[src/core/async_serial_consts.vh]
// Constants for the asynchronous serial transceiver.
// Assumes inclusion by the transceiver core only.
`ifndef ASYNC_SERIAL_CONSTS_VH
`define ASYNC_SERIAL_CONSTS_VH

// Register indices; byte address is four times the index.
`define REG_MODE   3'h0
`define REG_STATUS 3'h1
`define REG_TXHOLD 3'h2
`define REG_RXDATA 3'h3
`define REG_BAUD   3'h4

// Mode register fields.
`define MODE_ENABLE 15
`define MODE_FMT_HI 2
`define MODE_FMT_LO 1
`define MODE_STOP2  0

// Status and control register fields.
`define STA_TXISEL  15
`define STA_BREAK   11
`define STA_TXEN    10
`define STA_TXFULL  9
`define STA_TXEMPTY 8
`define STA_RXISEL1 7
`define STA_RXISEL0 6
`define STA_ADDR    5
`define STA_RXIDLE  4
`define STA_PARITY_ERROR_FLAG    3
`define STA_FRAMING_ERROR_FLAG    2
`define STA_OVERRUN_FLAG    1
`define STA_RXAVAIL 0

// Frame format encodings.
`define FMT_8N 2'h0
`define FMT_8E 2'h1
`define FMT_8O 2'h2
`define FMT_9N 2'h3

// Reset values.
`define MODE_RST 16'h0000
`define BAUD_RST 16'h0000

// Oversampling: last tick index of a bit and the mid-start sample tick.
`define TICK_LAST 4'hf
`define TICK_MID  4'h7

`endif

[src/core/async_serial_transceiver.v]
// Asynchronous serial transceiver core with Avalon-MM register slave.
// Assumes serialIn comes from a pin and needs synchronising; one clock.
`timescale 1ns/1ps
`include "async_serial_consts.vh"

module async_serial_transceiver #(
  parameter DEPTH = 4,
  parameter PW    = 2
)(
  input  wire        core_clk,
  input  wire        rst_n,
  input  wire [2:0]  address,
  input  wire        read,
  input  wire        write,
  input  wire [15:0] writedata,
  output reg  [15:0] readdata,
  output reg         waitrequest,
  input  wire        serialIn,
  output reg         serialOut,
  output reg         txIrqPulse,
  output reg         rxIrqPulse
);

  localparam [1:0] RX_IDLE  = 2'h0;
  localparam [1:0] RX_START = 2'h1;
  localparam [1:0] RX_DATA  = 2'h2;
  localparam [1:0] RX_WAIT  = 2'h3;
  localparam [PW:0] FULL_CNT = DEPTH;

  // Builds the frame LSB first, start bit at bit 0, idle ones above.
  function [12:0] frameBits;
    input [8:0] d;
    input [1:0] f;
    begin
      case (f)
        `FMT_8E: frameBits = {3'h7, ^d[7:0], d[7:0], 1'b0};
        `FMT_8O: frameBits = {3'h7, ~^d[7:0], d[7:0], 1'b0};
        `FMT_9N: frameBits = {3'h7, d[8:0], 1'b0};
        default: frameBits = {4'hf, d[7:0], 1'b0};
      endcase
    end
  endfunction

  // Frame length in bits, start and stop bits included.
  function [3:0] frameLen;
    input [1:0] f;
    input       s;
    begin
      frameLen = 4'ha + {3'h0, f != `FMT_8N} + {3'h0, s};
    end
  endfunction

  // Configuration and control state.
  reg [15:0] modeReg_ff;
  reg [15:0] baudDiv_ff;
  reg        txIsel_ff;
  reg        brk_ff;
  reg        txEn_ff;
  reg [1:0]  rxIsel_ff;
  reg        addrDet_ff;
  reg        overrun_flag_ff;
  wire       enable = modeReg_ff[`MODE_ENABLE];
  wire [1:0] fmt    = modeReg_ff[`MODE_FMT_HI:`MODE_FMT_LO];
  wire       stop2  = modeReg_ff[`MODE_STOP2];
  wire [3:0] fLen   = frameLen(fmt, stop2);

  // Bus decode: a request is taken on the edge where waitrequest is low.
  wire taken  = (read | write) & ~waitrequest;
  wire wrTake = taken & write;
  wire wrMode = wrTake & (address == `REG_MODE);
  wire wrSta  = wrTake & (address == `REG_STATUS);
  wire wrTx   = wrTake & (address == `REG_TXHOLD);
  wire wrBaud = wrTake & (address == `REG_BAUD);

  // Baud tick at sixteen times the bit rate; cleared while disabled.
  reg  [15:0] baudCnt_ff;
  wire        tick = enable & (baudCnt_ff == baudDiv_ff);

  // Transmit buffer and shifter.
  reg  [8:0]  txMem [0:DEPTH-1];
  reg  [PW-1:0] txWr_ff;
  reg  [PW-1:0] txRd_ff;
  reg  [PW:0] txCnt_ff;
  reg  [12:0] txShift_ff;
  reg  [3:0]  txLeft_ff;
  reg  [3:0]  txPhase_ff;
  reg         txBusy_ff;
  wire        txFull = (txCnt_ff == FULL_CNT);
  wire        txPush = wrTx & enable & ~txFull;
  wire        txPop  = enable & txEn_ff & ~brk_ff & ~txBusy_ff
                       & (txCnt_ff != {(PW+1){1'b0}});
  wire        txIdle = ~txBusy_ff & (txCnt_ff == {(PW+1){1'b0}});

  // Receive path state.
  reg         sync1_ff;
  reg         sync2_ff;
  reg         sync3_ff;
  reg         line_ff;
  reg  [1:0]  rxState_ff;
  reg  [3:0]  rxPhase_ff;
  reg  [3:0]  rxIdx_ff;
  reg  [11:0] rxBits_ff;
  reg         rxDone_ff;
  reg  [10:0] rxMem [0:DEPTH-1];
  reg  [PW-1:0] rxWr_ff;
  reg  [PW-1:0] rxRd_ff;
  reg  [PW:0] rxCnt_ff;
  // Last word handed to software; an empty read shows it again.
  reg  [8:0]  rxHeld_ff;
  wire        rxAvail = (rxCnt_ff != {(PW+1){1'b0}});
  wire        rxPop   = taken & read & (address == `REG_RXDATA) & rxAvail;
  wire        rxIdle  = (rxState_ff == RX_IDLE) | (rxState_ff == RX_WAIT);
  wire [10:0] rxTop   = rxMem[rxRd_ff];

  // Decode of a finished frame from the collected samples.
  wire [8:0] rxWord = (fmt == `FMT_9N) ? rxBits_ff[8:0] : {1'b0, rxBits_ff[7:0]};
  wire [3:0] stopAt = (fmt == `FMT_8N) ? 4'h8 : 4'h9;
  wire       rxFerr = ~rxBits_ff[stopAt] | (stop2 & ~rxBits_ff[stopAt + 4'h1]);
  wire       rxPerr = ((fmt == `FMT_8E) & (^rxBits_ff[8:0]))
                      | ((fmt == `FMT_8O) & ~(^rxBits_ff[8:0]));
  wire       rxBreak = rxFerr & (rxWord == 9'h000);
  wire       rxPush  = rxDone_ff & (rxCnt_ff != FULL_CNT);
  wire       rxOver  = rxDone_ff & (rxCnt_ff == FULL_CNT);
  wire [PW:0] rxAfter = rxCnt_ff + {{PW{1'b0}}, 1'b1} - {{PW{1'b0}}, rxPop};
  wire       isAddr  = addrDet_ff & (fmt == `FMT_9N) & rxWord[8];

  // Read multiplexer; parity and framing flags follow the word at the buffer head.
  reg [15:0] rdMux;
  always @*
  begin
    rdMux = 16'h0000;
    if (address == `REG_MODE)
    begin
      rdMux = modeReg_ff;
    end
    else if (address == `REG_STATUS)
    begin
      rdMux[`STA_TXISEL]  = txIsel_ff;
      rdMux[`STA_BREAK]   = brk_ff;
      rdMux[`STA_TXEN]    = txEn_ff;
      rdMux[`STA_TXFULL]  = txFull;
      rdMux[`STA_TXEMPTY] = txIdle;
      rdMux[`STA_RXISEL1] = rxIsel_ff[1];
      rdMux[`STA_RXISEL0] = rxIsel_ff[0];
      rdMux[`STA_ADDR]    = addrDet_ff;
      rdMux[`STA_RXIDLE]  = rxIdle;
      rdMux[`STA_PARITY_ERROR_FLAG]    = rxAvail & rxTop[9];
      rdMux[`STA_FRAMING_ERROR_FLAG]    = rxAvail & rxTop[10];
      rdMux[`STA_OVERRUN_FLAG]    = overrun_flag_ff;
      rdMux[`STA_RXAVAIL] = rxAvail;
    end
    else if (address == `REG_RXDATA)
    begin
      rdMux = {7'h00, (rxAvail ? rxTop[8:0] : rxHeld_ff)};
    end
    else if (address == `REG_BAUD)
    begin
      rdMux = baudDiv_ff;
    end
    else
    begin
      rdMux = 16'h0000;
    end
  end

  // Bus handshake: one wait cycle, then a one-cycle low waitrequest.
  always @(posedge core_clk or negedge rst_n)
  begin
    if (!rst_n)
    begin
      waitrequest <= 1'b1;
      readdata    <= 16'h0000;
    end
    else
    begin
      waitrequest <= ~((read | write) & waitrequest);
      if (read & waitrequest)
      begin
        readdata <= rdMux;
      end
    end
  end

  // Software-visible settings. Disable clears only break, transmit enable and the overrun flag.
  always @(posedge core_clk or negedge rst_n)
  begin
    if (!rst_n)
    begin
      modeReg_ff <= `MODE_RST;
      baudDiv_ff <= `BAUD_RST;
      txIsel_ff  <= 1'b0;
      brk_ff     <= 1'b0;
      txEn_ff    <= 1'b0;
      rxIsel_ff  <= 2'h0;
      addrDet_ff <= 1'b0;
      overrun_flag_ff    <= 1'b0;
    end
    else
    begin
      if (wrMode)
      begin
        modeReg_ff <= writedata;
      end
      if (wrBaud)
      begin
        baudDiv_ff <= writedata;
      end
      if (wrSta)
      begin
        txIsel_ff  <= writedata[`STA_TXISEL];
        rxIsel_ff  <= writedata[`STA_RXISEL1:`STA_RXISEL0];
        addrDet_ff <= writedata[`STA_ADDR];
      end
      if (!enable)
      begin
        brk_ff  <= 1'b0;
        txEn_ff <= 1'b0;
        overrun_flag_ff <= 1'b0;
      end
      else
      begin
        if (wrSta)
        begin
          brk_ff  <= writedata[`STA_BREAK];
          txEn_ff <= writedata[`STA_TXEN];
        end
        // A new overrun beats a simultaneous software clear.
        overrun_flag_ff <= rxOver | (overrun_flag_ff & ~(wrSta & ~writedata[`STA_OVERRUN_FLAG]));
      end
    end
  end

  // Baud divider counter.
  always @(posedge core_clk or negedge rst_n)
  begin
    if (!rst_n)
    begin
      baudCnt_ff <= 16'h0000;
    end
    else if (!enable || tick)
    begin
      baudCnt_ff <= 16'h0000;
    end
    else
    begin
      baudCnt_ff <= baudCnt_ff + 16'h0001;
    end
  end

  // Transmit buffer storage; no reset needed, pointers define content.
  always @(posedge core_clk)
  begin
    if (txPush)
    begin
      txMem[txWr_ff] <= writedata[8:0];
    end
  end

  // Transmit buffer pointers, shifter and serial output.
  always @(posedge core_clk or negedge rst_n)
  begin
    if (!rst_n)
    begin
      txWr_ff    <= {PW{1'b0}};
      txRd_ff    <= {PW{1'b0}};
      txCnt_ff   <= {(PW+1){1'b0}};
      txShift_ff <= 13'h1fff;
      txLeft_ff  <= 4'h0;
      txPhase_ff <= 4'h0;
      txBusy_ff  <= 1'b0;
      txIrqPulse <= 1'b0;
      serialOut  <= 1'b1;
    end
    else if (!enable)
    begin
      txWr_ff    <= {PW{1'b0}};
      txRd_ff    <= {PW{1'b0}};
      txCnt_ff   <= {(PW+1){1'b0}};
      txShift_ff <= 13'h1fff;
      txLeft_ff  <= 4'h0;
      txPhase_ff <= 4'h0;
      txBusy_ff  <= 1'b0;
      txIrqPulse <= 1'b0;
      serialOut  <= 1'b1;
    end
    else
    begin
      txCnt_ff <= txCnt_ff + {{PW{1'b0}}, txPush} - {{PW{1'b0}}, txPop};
      if (txPush)
      begin
        txWr_ff <= txWr_ff + {{(PW-1){1'b0}}, 1'b1};
      end
      // Transfer pulse; in select-1 mode only when the buffer drains.
      txIrqPulse <= txPop & (~txIsel_ff | (txCnt_ff == {{PW{1'b0}}, 1'b1}));
      if (txPop)
      begin
        // Phase starts cleared, so the first bit ends 16 ticks later.
        txRd_ff    <= txRd_ff + {{(PW-1){1'b0}}, 1'b1};
        txShift_ff <= frameBits(txMem[txRd_ff], fmt);
        txLeft_ff  <= fLen;
        txPhase_ff <= 4'h0;
        txBusy_ff  <= 1'b1;
      end
      else if (txBusy_ff && tick)
      begin
        txPhase_ff <= txPhase_ff + 4'h1;
        if (txPhase_ff == `TICK_LAST)
        begin
          txShift_ff <= {1'b1, txShift_ff[12:1]};
          txLeft_ff  <= txLeft_ff - 4'h1;
          if (txLeft_ff == 4'h1)
          begin
            txBusy_ff <= 1'b0;
          end
        end
      end
      // Break overrides whatever the shifter is doing.
      if (brk_ff)
      begin
        serialOut <= 1'b0;
      end
      else if (txBusy_ff)
      begin
        serialOut <= txShift_ff[0];
      end
      else
      begin
        serialOut <= 1'b1;
      end
    end
  end

  // Input synchroniser; a change counts once stages two and three agree.
  always @(posedge core_clk or negedge rst_n)
  begin
    if (!rst_n)
    begin
      sync1_ff <= 1'b1;
      sync2_ff <= 1'b1;
      sync3_ff <= 1'b1;
      line_ff  <= 1'b1;
    end
    else
    begin
      sync1_ff <= serialIn;
      sync2_ff <= sync1_ff;
      sync3_ff <= sync2_ff;
      if (sync2_ff == sync3_ff)
      begin
        line_ff <= sync3_ff;
      end
    end
  end

  // Receive storage; each entry keeps its own error flags.
  always @(posedge core_clk)
  begin
    if (enable && rxPush)
    begin
      rxMem[rxWr_ff] <= {rxFerr, rxPerr, rxWord};
    end
  end

  // Receive state machine, buffer pointers and receive pulse.
  always @(posedge core_clk or negedge rst_n)
  begin
    if (!rst_n)
    begin
      rxState_ff <= RX_IDLE;
      rxPhase_ff <= 4'h0;
      rxIdx_ff   <= 4'h0;
      rxBits_ff  <= 12'h000;
      rxHeld_ff  <= 9'h000;
      rxDone_ff  <= 1'b0;
      rxWr_ff    <= {PW{1'b0}};
      rxRd_ff    <= {PW{1'b0}};
      rxCnt_ff   <= {(PW+1){1'b0}};
      rxIrqPulse <= 1'b0;
    end
    else if (!enable)
    begin
      rxState_ff <= RX_IDLE;
      rxPhase_ff <= 4'h0;
      rxIdx_ff   <= 4'h0;
      rxDone_ff  <= 1'b0;
      rxWr_ff    <= {PW{1'b0}};
      rxRd_ff    <= {PW{1'b0}};
      rxCnt_ff   <= {(PW+1){1'b0}};
      rxIrqPulse <= 1'b0;
    end
    else
    begin
      rxDone_ff <= 1'b0;
      if (rxPop)
      begin
        rxRd_ff <= rxRd_ff + {{(PW-1){1'b0}}, 1'b1};
        rxHeld_ff <= rxTop[8:0];
      end
      rxCnt_ff <= rxCnt_ff + {{PW{1'b0}}, rxPush} - {{PW{1'b0}}, rxPop};
      if (rxPush)
      begin
        rxWr_ff <= rxWr_ff + {{(PW-1){1'b0}}, 1'b1};
      end
      // With address detect in 9-bit format only address words pulse; otherwise the select field decides.
      if (addrDet_ff && fmt == `FMT_9N)
      begin
        rxIrqPulse <= rxPush & isAddr;
      end
      else
      begin
        rxIrqPulse <= rxPush & (~rxIsel_ff[1]
                      | (~rxIsel_ff[0] & (rxAfter == 3'h3))
                      | (rxIsel_ff[0] & (rxAfter == 3'h4)));
      end
      case (rxState_ff)
        RX_IDLE:
        begin
          if (rxDone_ff && rxBreak)
          begin
            rxState_ff <= RX_WAIT;
          end
          else if (!overrun_flag_ff && !line_ff)
          begin
            rxState_ff <= RX_START;
            rxPhase_ff <= 4'h0;
          end
        end
        RX_START:
        begin
          if (tick)
          begin
            rxPhase_ff <= rxPhase_ff + 4'h1;
            if (rxPhase_ff == `TICK_MID)
            begin
              // A glitch shorter than half a bit is not a start bit.
              rxState_ff <= line_ff ? RX_IDLE : RX_DATA;
              rxPhase_ff <= 4'h0;
              rxIdx_ff   <= 4'h0;
            end
          end
        end
        RX_DATA:
        begin
          if (tick)
          begin
            rxPhase_ff <= rxPhase_ff + 4'h1;
            if (rxPhase_ff == `TICK_LAST)
            begin
              rxBits_ff[rxIdx_ff] <= line_ff;
              rxIdx_ff <= rxIdx_ff + 4'h1;
              if (rxIdx_ff == fLen - 4'h2)
              begin
                rxDone_ff  <= 1'b1;
                rxState_ff <= RX_IDLE;
              end
            end
          end
        end
        default:
        begin
          if (line_ff)
          begin
            rxState_ff <= RX_IDLE;
          end
        end
      endcase
    end
  end

endmodule // async_serial_transceiver

[config.mk]
export PLATFORM = sky130hd
export DESIGN_NAME = async_serial_transceiver
export DESIGN_NICKNAME = d
export VERILOG_FILES = /design/src/core/async_serial_transceiver.v
export VERILOG_INCLUDE_DIRS = /design/src /design/src/core
export SDC_FILE = /design/constraint.sdc
export NUM_CORES = 1
export LEC_CHECK = 0
export BUFFER_PORTS_ARGS = -buffer_cell sky130_fd_sc_hd__buf_2
export CORE_MARGIN = 2
export CORE_UTILIZATION = 56
export CTS_CLUSTER_DIAMETER = 80
export DETAILED_ROUTE_END_ITERATION = 16
export GPL_TIMING_DRIVEN = 1
export PLACE_DENSITY = 0.82
export SLEW_MARGIN = 0
export SYNTH_ARGS = -nofsm -noshare
export SYNTH_HDL_FRONTEND = slang
export SYNTH_SLANG_ARGS = --single-unit
[constraint.sdc]
create_clock -name core_clk -period 2.6 [get_ports core_clk]
set_input_delay 0.52 -clock core_clk [delete_from_list [all_inputs] [get_ports core_clk]]
set_output_delay 0.52 -clock core_clk [all_outputs]
set_load 0.03 [all_outputs]
==> flow_summary.rst, run 1 <==
.. list-table::
   :header-rows: 1

   * - Metric
     - Value
   * - Overall via count from detail_route
     - 6844
   * - Clock-pin slew of the registers on the worst-case setup and hold paths
     - 0.06 ns
   * - R2R cell count
     - 7
   * - Initial standard-cell utilization of the core
     - 57.4%
   * - Adder and majority gate portion of the synthesized area
     - 4.36%
   * - Library cell with the largest summed area after synthesis
     - sky130_fd_sc_hd__dfrtp_1
   * - Avg Cell Area, Syn
     - 12.7 um2
   * - Wire length of the first global-routing pass
     - 37400 um
   * - CTS H-tree lvls
     - 1
   * - Final Setup Violations
     - 0
   * - Endpoint type of the worst setup path
     - flip-flop
   * - Flop and latch count out of synthesis
     - 223
   * - Tot GR Track Use
     - 24.1%
   * - Setup repair after global routing missed its margin
     - false
   * - Final max-slew violation count
     - 0
   * - Terminus of the critical flop-to-flop path
     - rxBits_ff[4]$_DFFE_PN0P_
   * - Fin Hold WS
     - -0.0245 ns
   * - Fraction of the cycle the final worst path needs
     - 94.5%
   * - Cell with the most instances after synthesis
     - sky130_fd_sc_hd__dfrtp_1
   * - Via count of the first global-routing pass
     - 7032
   * - Clock skew
     - 0.0277 ns
   * - Area grow syn2layout
     - 15.7%
   * - Layout Nets
     - 954
   * - Post-layout total power
     - 0.00891 W
   * - Number of cells produced by synthesis
     - 813
   * - Primary flip-flop cell chosen by synthesis mapping
     - sky130_fd_sc_hd__dfrtp_1
   * - Clock net sink count
     - 223
   * - Classification of the worst-slack hold path
     - input port to async pin
   * - Maximum operating frequency
     - 407 MHz
   * - Number of inserted diodes
     - 0
   * - Share of Yosys cell area claimed by the top area cell type
     - 30.7%
   * - Number of antenna violations at the first check in global routing
     - 1
   * - DP Area
     - 11100 um2
   * - Max capacitance violation total
     - 0
   * - Syn_nets
     - 871
   * - Cell leakage power
     - 4.76 nW
   * - Die footprint
     - 19600 um2
   * - Fraction of synthesis flops using an asynchronous set or reset pin
     - 64.1%
   * - Post-CTS repair timing setup buffer count
     - 0
   * - Routability congestion estimate from global placement
     - 0.883
   * - Routed WL
     - 23100 um
   * - Simple-gate share of the synthesized area
     - 10.4%
   * - Ports placed on the boundary
     - 44
   * - 1st-iter DRT viols
     - 573
   * - Initial DRT Pass Iterations
     - 8
   * - Portion of netlist area occupied by mux cells
     - 13.1%
   * - Proportion of layout cells with a drive suffix above 1
     - 24.4%
   * - Dominant combinational cell family by area after synthesis
     - multiplexers
   * - Count of buffers inserted at the top-level ports
     - 43
   * - DIE WIDTH
     - 140 um
   * - Required time of the critical path
     - 2.98 ns
   * - Tightest Pin Transition
     - 0.756 ns
   * - Maximum fanout encountered on the critical timing path
     - 8
   * - Clock Latency Late Sink
     - 0.52 ns
   * - Number of buffers created by CTS
     - 24
   * - Failing checks
     - negative hold slack
   * - Maximum resistive drop on vdd
     - 0.611 mV
   * - Placed wire-length estimate
     - 16000 um
   * - Number of remaining DRC errors
     - 0
   * - Complex-gate fraction of the synthesized area
     - 7.03%
   * - Synth warn
     - 0
   * - Worst r2r src
     - baudDiv_ff[3]$_DFFE_PN0P_
   * - Floorplan die height
     - 140 um
   * - Master cell of the clock root buffer
     - sky130_fd_sc_hd__clkbuf_16
   * - Final routed wire length divided by cell count
     - 20.2 um
   * - Max clock buf depth
     - 3
   * - Count of cell types in the netlist
     - 60
   * - Start-to-end type of the worst setup path
     - flip-flop to flip-flop
   * - EDFF count, synth
     - 80
   * - Overall overflow remaining after global route
     - 0
   * - Final min period
     - 2.46 ns
   * - CP startpoint kind
     - flip-flop
   * - CTS tree
     - yes
   * - Summed negative setup slack over all endpoints
     - 0 ns
   * - Outcome
     - finished, violations left
   * - Xor and xnor fraction of the mapped netlist area
     - 4.66%
   * - Routed via count divided by cell count
     - 5.99
   * - Row cnt
     - 49
   * - Most frequent cells after synthesis
     - 127 x sky130_fd_sc_hd__dfrtp_1, 80 x sky130_fd_sc_hd__edfxtp_1, 62 x sky130_fd_sc_hd__nor2_1, 51 x sky130_fd_sc_hd__nand2_1, 49 x sky130_fd_sc_hd__mux2_2
   * - Critical path arrival
     - 2.84 ns
   * - Remaining max-slew budget at the tightest pin
     - 49.4%
   * - Post-synthesis cell area
     - 10300 um2
   * - Final instance area
     - 12000 um2
   * - Count of nets left with antenna violations after detail routing
     - 0
   * - Setup slack of the worst register-to-register path
     - 0.14 ns
   * - Fraction of the yosys area taken by sequential cells
     - 58.0%
   * - Largest cells by area after synthesis
     - sky130_fd_sc_hd__dfrtp_1 31%, sky130_fd_sc_hd__edfxtp_1 23%, sky130_fd_sc_hd__mux2_2 5.3%, sky130_fd_sc_hd__mux4_2 4.4%, sky130_fd_sc_hd__dfstp_2 4.1%
   * - Largest net degree at the start of global routing
     - 61
   * - Number of hold violations in the final report
     - 6
   * - Power density of the placed cells
     - 745 nW/um2
   * - Area of the core
     - 18000 um2
## layout make-up
class                   count  area, um2
clock inverters            11        169
fillers                  1294       6060
clock buffers              33        694
flip-flops and latches    223       6000
inverters                  36        135
repair buffers             86        569
well taps                 229        287
multi-input cells         525       4100
## worst max-delay path: stages (launching register included)
cell and delay (ns):
sky130_fd_sc_hd__dfrtp_1 0.41, sky130_fd_sc_hd__xnor2_1 0.17, sky130_fd_sc_hd__nand4_1 0.20, sky130_fd_sc_hd__or4_4 0.65
sky130_fd_sc_hd__nor4b_4 0.26, sky130_fd_sc_hd__buf_4 0.19, sky130_fd_sc_hd__nand3_1 0.10, sky130_fd_sc_hd__mux2_1 0.35
## cells in the final DEF, fill, tap and decap left out, types with 9 or more instances in the layout
| cell | n |
|---|---|
| sky130_fd_sc_hd__dfrtp_1 | 126 |
| sky130_fd_sc_hd__edfxtp_1 | 80 |
| sky130_fd_sc_hd__nor2_1 | 62 |
| sky130_fd_sc_hd__nand2_1 | 51 |
| sky130_fd_sc_hd__mux2_2 | 49 |
| sky130_fd_sc_hd__buf_2 | 42 |
| sky130_fd_sc_hd__buf_4 | 41 |
| sky130_fd_sc_hd__xnor2_1 | 40 |
| sky130_fd_sc_hd__o21ai_0 | 40 |
| sky130_fd_sc_hd__inv_1 | 35 |
| sky130_fd_sc_hd__ha_1 | 32 |
| sky130_fd_sc_hd__a21oi_1 | 27 |
| sky130_fd_sc_hd__nand3_1 | 26 |
| sky130_fd_sc_hd__mux2i_1 | 26 |
| sky130_fd_sc_hd__clkbuf_16 | 24 |
| sky130_fd_sc_hd__mux4_2 | 20 |
| sky130_fd_sc_hd__dfstp_2 | 16 |
| sky130_fd_sc_hd__xor2_1 | 15 |
| sky130_fd_sc_hd__and2_1 | 13 |
| sky130_fd_sc_hd__nand4_1 | 12 |
| sky130_fd_sc_hd__nor2b_1 | 9 |
| sky130_fd_sc_hd__and3_1 | 9 |
## power breakdown
group | total (W) | switching [W] | internal, W
Sequential | 0.00410 | 0.000216 | 0.00388
Clock | 0.00364 | 0.00138 | 0.00227
Combinational | 0.00117 | 0.000695 | 0.000474
Total | 0.00891 | 0.00229 | 0.00662
## sequential cells by signal, indices dropped and copies added (netlist names), 4 cells and up
name,cells
rxPhase_ff,4
baudDiv_ff,16
txShift_ff,10
rxIdx_ff,4
readdata,16
rxMem,44
baudCnt_ff,16
txLeft_ff,4
txPhase_ff,4
txMem,36
modeReg_ff,16
rxHeld_ff,9
rxBits_ff,11
## logic make-up after synthesis
| kind of cell | after synthesis |
|---|---|
| AO/OA/AOI/OAI | 117 |
| XOR/XNOR | 55 |
| adder cells (fa/ha/maj) | 35 |
| buffers and inverters | 65 |
| flip-flops | 223 |
| multiplexers | 103 |
| AND/OR/NAND/NOR | 215 |
## repair_timing
| item | CTS | global route |
|---|---|---|
| gates resized for setup | 0 | 4 |
| hold buffers | 0 | 0 |
| endpoints found under the setup margin | 0 | 22 |
## per-stage QoR
stage / hold slack, ns / util, % / setup WS [ns] / std cells
finish: -0.0245 / 66.4 / 0.143 / 1143
CTS: 0.0000614 / 66.3 / 0.0342 / 1143
global route: 0.0266 / 66.4 / 0.0103 / 1143
detailed placement: 0.349 / 61.5 / 0.0762 / 1099
global placement: 0.346 / 61.5 / 0.114 / 1099
floorplan: 0.224 / - / 0.0492 / 813
## routing by layer
metal | global-route usage (%) | vias to the layer above | part of all wire (%)
li1 | - | 3110 | -
met1 | 33.6 | 3425 | 42
met2 | 38.5 | 241 | 48
met3 | 4.34 | 68 | 6.1
met4 | 8.84 | 0 | 3.4
met5 | 0 | - | 0
## worst max-delay path by stage
stage	startpoint	endpoint	slack [ns]
after floorplan	address[0]	rxCnt_ff[2]$_DFF_PN0_	0.05
after global placement	write	txCnt_ff[2]$_DFF_PN0_	0.11
after detailed placement	baudDiv_ff[13]$_DFFE_PN0P_	txShift_ff[1]$_DFFE_PN1P_	0.08
after CTS	baudDiv_ff[3]$_DFFE_PN0P_	rxBits_ff[4]$_DFFE_PN0P_	0.03
after global routing	baudDiv_ff[14]$_DFFE_PN0P_	txShift_ff[6]$_DFFE_PN1P_	0.01
final	baudDiv_ff[3]$_DFFE_PN0P_	rxBits_ff[4]$_DFFE_PN0P_	0.14
(Power assumes the default switching activity.)
==> inputs of run 2 (changes only) <==
Settings changed: CORE_MARGIN 2 to 1.5.
==> run 2 against run 1 <==
Effect of this change:
- the run now ends clean
- core utilization increased by 0.14 points
- sequential share of layout area decreased by 0.12 points
- critical endpoint is now rxState_ff[1]$_DFFE_PN0P_
- combinational power increased by 4%
- final area increased by 0.21%
- critical path depth increased by 1
==> flow_summary.rst, run 2 (synthesized netlist as in run 1, its figures left out) <==
.. list-table::
   :header-rows: 1

   * - Metric
     - Value
   * - Placed wire-length estimate
     - 15500 um (-3.0%)
   * - Clock-pin slew of the registers on the worst-case setup and hold paths
     - 0.06 ns (about the same)
   * - Largest net degree at the start of global routing
     - 58 (-4.9%)
   * - Start-to-end type of the worst setup path
     - flip-flop to flip-flop
   * - Number of inserted diodes
     - 0 (unchanged)
   * - Terminus of the critical flop-to-flop path
     - rxState_ff[1]$_DFFE_PN0P_
   * - Layout Nets
     - 956 (+0.21%)
   * - Number of remaining DRC errors
     - 0 (unchanged)
   * - Count of buffering cells on the critical path with inverters included
     - 0 (-1)
   * - Routability congestion estimate from global placement
     - 0.891 (+0.88%)
   * - CP startpoint kind
     - flip-flop
   * - Clock Latency Late Sink
     - 0.50 ns (-0.02 ns)
   * - Outcome
     - complete, no violations
   * - Maximum operating frequency
     - 410 MHz (+0.80%)
   * - Logic gate share of total power
     - 13.6% (+0.5 points)
   * - Proportion of layout cells with a drive suffix above 1
     - 24.4% (unchanged)
   * - Most common cell after layout, fill and taps aside
     - sky130_fd_sc_hd__dfrtp_1
   * - Endpoint of the worst hold path
     - sync1_ff$_DFF_PN1_
   * - Number of buffers created by CTS
     - 23 (-4.2%)
   * - Area of the core
     - 18000 um2 (unchanged)
   * - Clock net sink count
     - 223 (unchanged)
   * - Number of hold violations in the final report
     - 0 (-6)
   * - Critical path arrival
     - 2.82 ns (-0.02 ns)
   * - Initial standard-cell utilization of the core
     - 57.4% (unchanged)
   * - Footprint of the flip-flops and latches
     - 6000 um2 (about the same)
   * - Max clock buf depth
     - 3 (unchanged)
   * - P_sw
     - 0.00231 W (+0.79%)
   * - Master cell of the clock root buffer
     - sky130_fd_sc_hd__clkbuf_16
   * - Maximum resistive drop on vdd
     - 0.840 mV (+37%)
   * - Area grow syn2layout
     - 15.9%
   * - 1st-iter DRT viols
     - 520 (-9.2%)
   * - Overall via count from detail_route
     - 6846 (+0.029%)
   * - Clock skew
     - 0.0130 ns (-0.0147 ns)
   * - Fraction of the cycle the final worst path needs
     - 93.8% (-0.75 points)
   * - Summed negative setup slack over all endpoints
     - 0 ns (unchanged)
   * - Fraction of power spent switching nets
     - 25.8% (+0.086 points)
   * - CTS H-tree lvls
     - 1 (unchanged)
   * - Slowest cell on crit path
     - sky130_fd_sc_hd__dfrtp_1
   * - Max capacitance violation total
     - 0 (unchanged)
   * - Cell-by-cell listing of the critical path
     - or2_2, ha_1, xnor2_1, nand3_1, a221oi_1, o21ai_1, o2bb2ai_1, o311ai_0
   * - Final min period
     - 2.44 ns (-0.0195 ns)
   * - Die footprint
     - 19300 um2 (-1.4%)
   * - Area taken by multi-input logic gates
     - 4110 um2 (+0.21%)
   * - Number of antenna violations at the first check in global routing
     - 0 (-1)
   * - Floorplan die height
     - 139 um (-0.71%)
   * - Required time of the critical path
     - 2.99 ns (about the same)
   * - Routed via count divided by cell count
     - 5.99 (about the same)
   * - Sequential power share
     - 45.8% (-0.2 points)
   * - Max stage delay on crit path
     - 0.40 ns (-0.25 ns)
   * - DIE WIDTH
     - 139 um (-0.71%)
   * - Final Setup Violations
     - 0 (unchanged)
   * - Count of buffers inserted at the top-level ports
     - 43 (unchanged)
   * - Largest register FFs
     - 44 (unchanged)
   * - Row cnt
     - 49 (unchanged)
   * - Setup slack of the worst register-to-register path
     - 0.16 ns (+0.02 ns)
   * - Remaining max-slew budget at the tightest pin
     - 51.8% (+2.4 points)
   * - Endpoint type of the worst setup path
     - flip-flop
   * - Count of nets left with antenna violations after detail routing
     - 0 (unchanged)
   * - Number of cells on the worst hold path
     - 1
   * - Classification of the worst-slack hold path
     - input port to flip-flop
   * - Via count of the first global-routing pass
     - 6848 (-2.6%)
   * - Final cell utilization of the core
     - 66.5% (+0.14 points)
   * - Worst min-delay path startpoint
     - serialIn
   * - Kind of cell with the highest combined delay on the critical path
     - compound AO/OA/AOI/OAI gates
   * - Largest registers
     - rxMem (44), txMem (36)
   * - Final routed wire length divided by cell count
     - 20.1 um (-0.56%)
   * - Worst r2r src
     - modeReg_ff[1]$_DFFE_PN0P_
   * - Tightest Pin Transition
     - 0.721 ns (-0.0357 ns)
   * - Most frequent cells in the layout
     - 127 x sky130_fd_sc_hd__dfrtp_1, 80 x sky130_fd_sc_hd__edfxtp_1, 62 x sky130_fd_sc_hd__nor2_1
   * - Overall overflow remaining after global route
     - 0 (unchanged)
   * - Maximum fanout encountered on the critical timing path
     - 3 (-5)
   * - Wire length of the first global-routing pass
     - 36900 um (-1.5%)
   * - Final max-slew violation count
     - 0 (unchanged)
   * - Filler cells
     - 1256 (-2.9%)
   * - Power density of the placed cells
     - 747 nW/um2 (+0.24%)
   * - Share of total power in the clock network
     - 40.6% (-0.3 points)
   * - Ports placed on the boundary
     - 44 (unchanged)
   * - Routed WL
     - 22900 um (-0.56%)
   * - Tot GR Track Use
     - 24.2% (+0.063 points)
   * - Cell leakage power
     - 4.76 nW (about the same)
   * - Initial DRT Pass Iterations
     - 5 (-3)
   * - CTS tree
     - yes
   * - Cell internal pwr
     - 0.00664 W (+0.33%)
   * - Largest register by flop count
     - rxMem
   * - R2R cell count
     - 8 (+1)
   * - Setup repair after global routing missed its margin
     - false
## run 2: changes by cell type in the layout (fill, tap and decap cells not counted), moves of 2 or more
cell	previous run	this run
sky130_fd_sc_hd__clkinv_2	5	3
sky130_fd_sc_hd__clkbuf_1	3	0
sky130_fd_sc_hd__clkinvlp_2	0	2
sky130_fd_sc_hd__bufinv_16	4	6
sky130_fd_sc_hd__clkbuf_8	6	2
sky130_fd_sc_hd__clkinvlp_4	1	3
## run 2: worst register-to-register path: stages (launching register included)
cell                        delay, ns
sky130_fd_sc_hd__dfrtp_1         0.40
sky130_fd_sc_hd__or2_2           0.33
sky130_fd_sc_hd__ha_1            0.32
sky130_fd_sc_hd__xnor2_1         0.17
sky130_fd_sc_hd__nand3_1         0.12
sky130_fd_sc_hd__a221oi_1        0.30
sky130_fd_sc_hd__o21ai_1         0.17
sky130_fd_sc_hd__o2bb2ai_1       0.19
sky130_fd_sc_hd__o311ai_0        0.33
## run 2: worst max path at each step
| stage | startpoint | endpoint | slack (ns) | cells past startpoint |
|---|---|---|---|---|
| detailed placement | baudDiv_ff[13]$_DFFE_PN0P_ | txShift_ff[3]$_DFFE_PN1P_ | 0.10 | 8 |
| floorplan | address[0] | rxCnt_ff[2]$_DFF_PN0_ | 0.05 | 11 |
| finish | modeReg_ff[1]$_DFFE_PN0P_ | rxState_ff[1]$_DFFE_PN0P_ | 0.16 | 8 |
| global route | baudDiv_ff[13]$_DFFE_PN0P_ | txShift_ff[3]$_DFFE_PN1P_ | 0.01 | 8 |
| global placement | baudDiv_ff[13]$_DFFE_PN0P_ | rxBits_ff[4]$_DFFE_PN0P_ | 0.16 | 7 |
| CTS | baudDiv_ff[13]$_DFFE_PN0P_ | txShift_ff[3]$_DFFE_PN1P_ | 0.09 | 8 |
## run 2: per-stage QoR
| stage | hold slack, ns | worst slack, ns | power, W | cells | cell area [um2] |
|---|---|---|---|---|---|
| after floorplan | 0.224 | 0.0492 | 0.00484 | 813 | 10300 |
| after global placement | 0.346 | 0.162 | 0.00529 | 1101 | 11100 |
| after detailed placement | 0.349 | 0.101 | 0.00532 | 1101 | 11100 |
| after CTS | 0.100 | 0.0941 | 0.00898 | 1143 | 12000 |
| after global routing | 0.101 | 0.0130 | 0.00927 | 1143 | 12000 |
| final | 0.117 | 0.162 | 0.00895 | 1143 | 12000 |
## run 2: cell type report
class / instances / share of cell area [%]
Sequential cell: 223 / 50.1
Multi-Input combinational cell: 525 / 34.3
Timing Repair Buffer: 89 / 5.06
Clock buffer: 25 / 5.03
Tap cell: 229 / 2.39
Clock inverter: 16 / 2.00
Inverter: 36 / 1.13
## run 2: timing repair
| item | 4_1_cts | 5_1_grt |
|---|---|---|
| buffers inserted | 0 | 0 |
| hold buffers | 1 | 0 |
| gates resized for setup | 0 | 4 |
| endpoints found under the hold margin | 3 | 0 |
| setup endpoints to repair | 0 | 24 |
## run 2: layer usage
layer | wire length [um] | up-vias | global-route usage [%]
li1 | - | 3124 | -
met1 | 9790 | 3409 | 33.8
met2 | 11200 | 259 | 39.3
met3 | 1330 | 54 | 3.76
met4 | 636 | 0 | 7.79
met5 | 0 | - | 0
## run 2: power groups by stage
stage               Sequential (W)  Clock, W  Combinational, W
global route               0.00412   0.00383           0.00132
finish                     0.00410   0.00364           0.00122
detailed placement         0.00415         0           0.00117
CTS                        0.00409   0.00369           0.00120
floorplan                  0.00416         0          0.000681
global placement           0.00414         0           0.00115
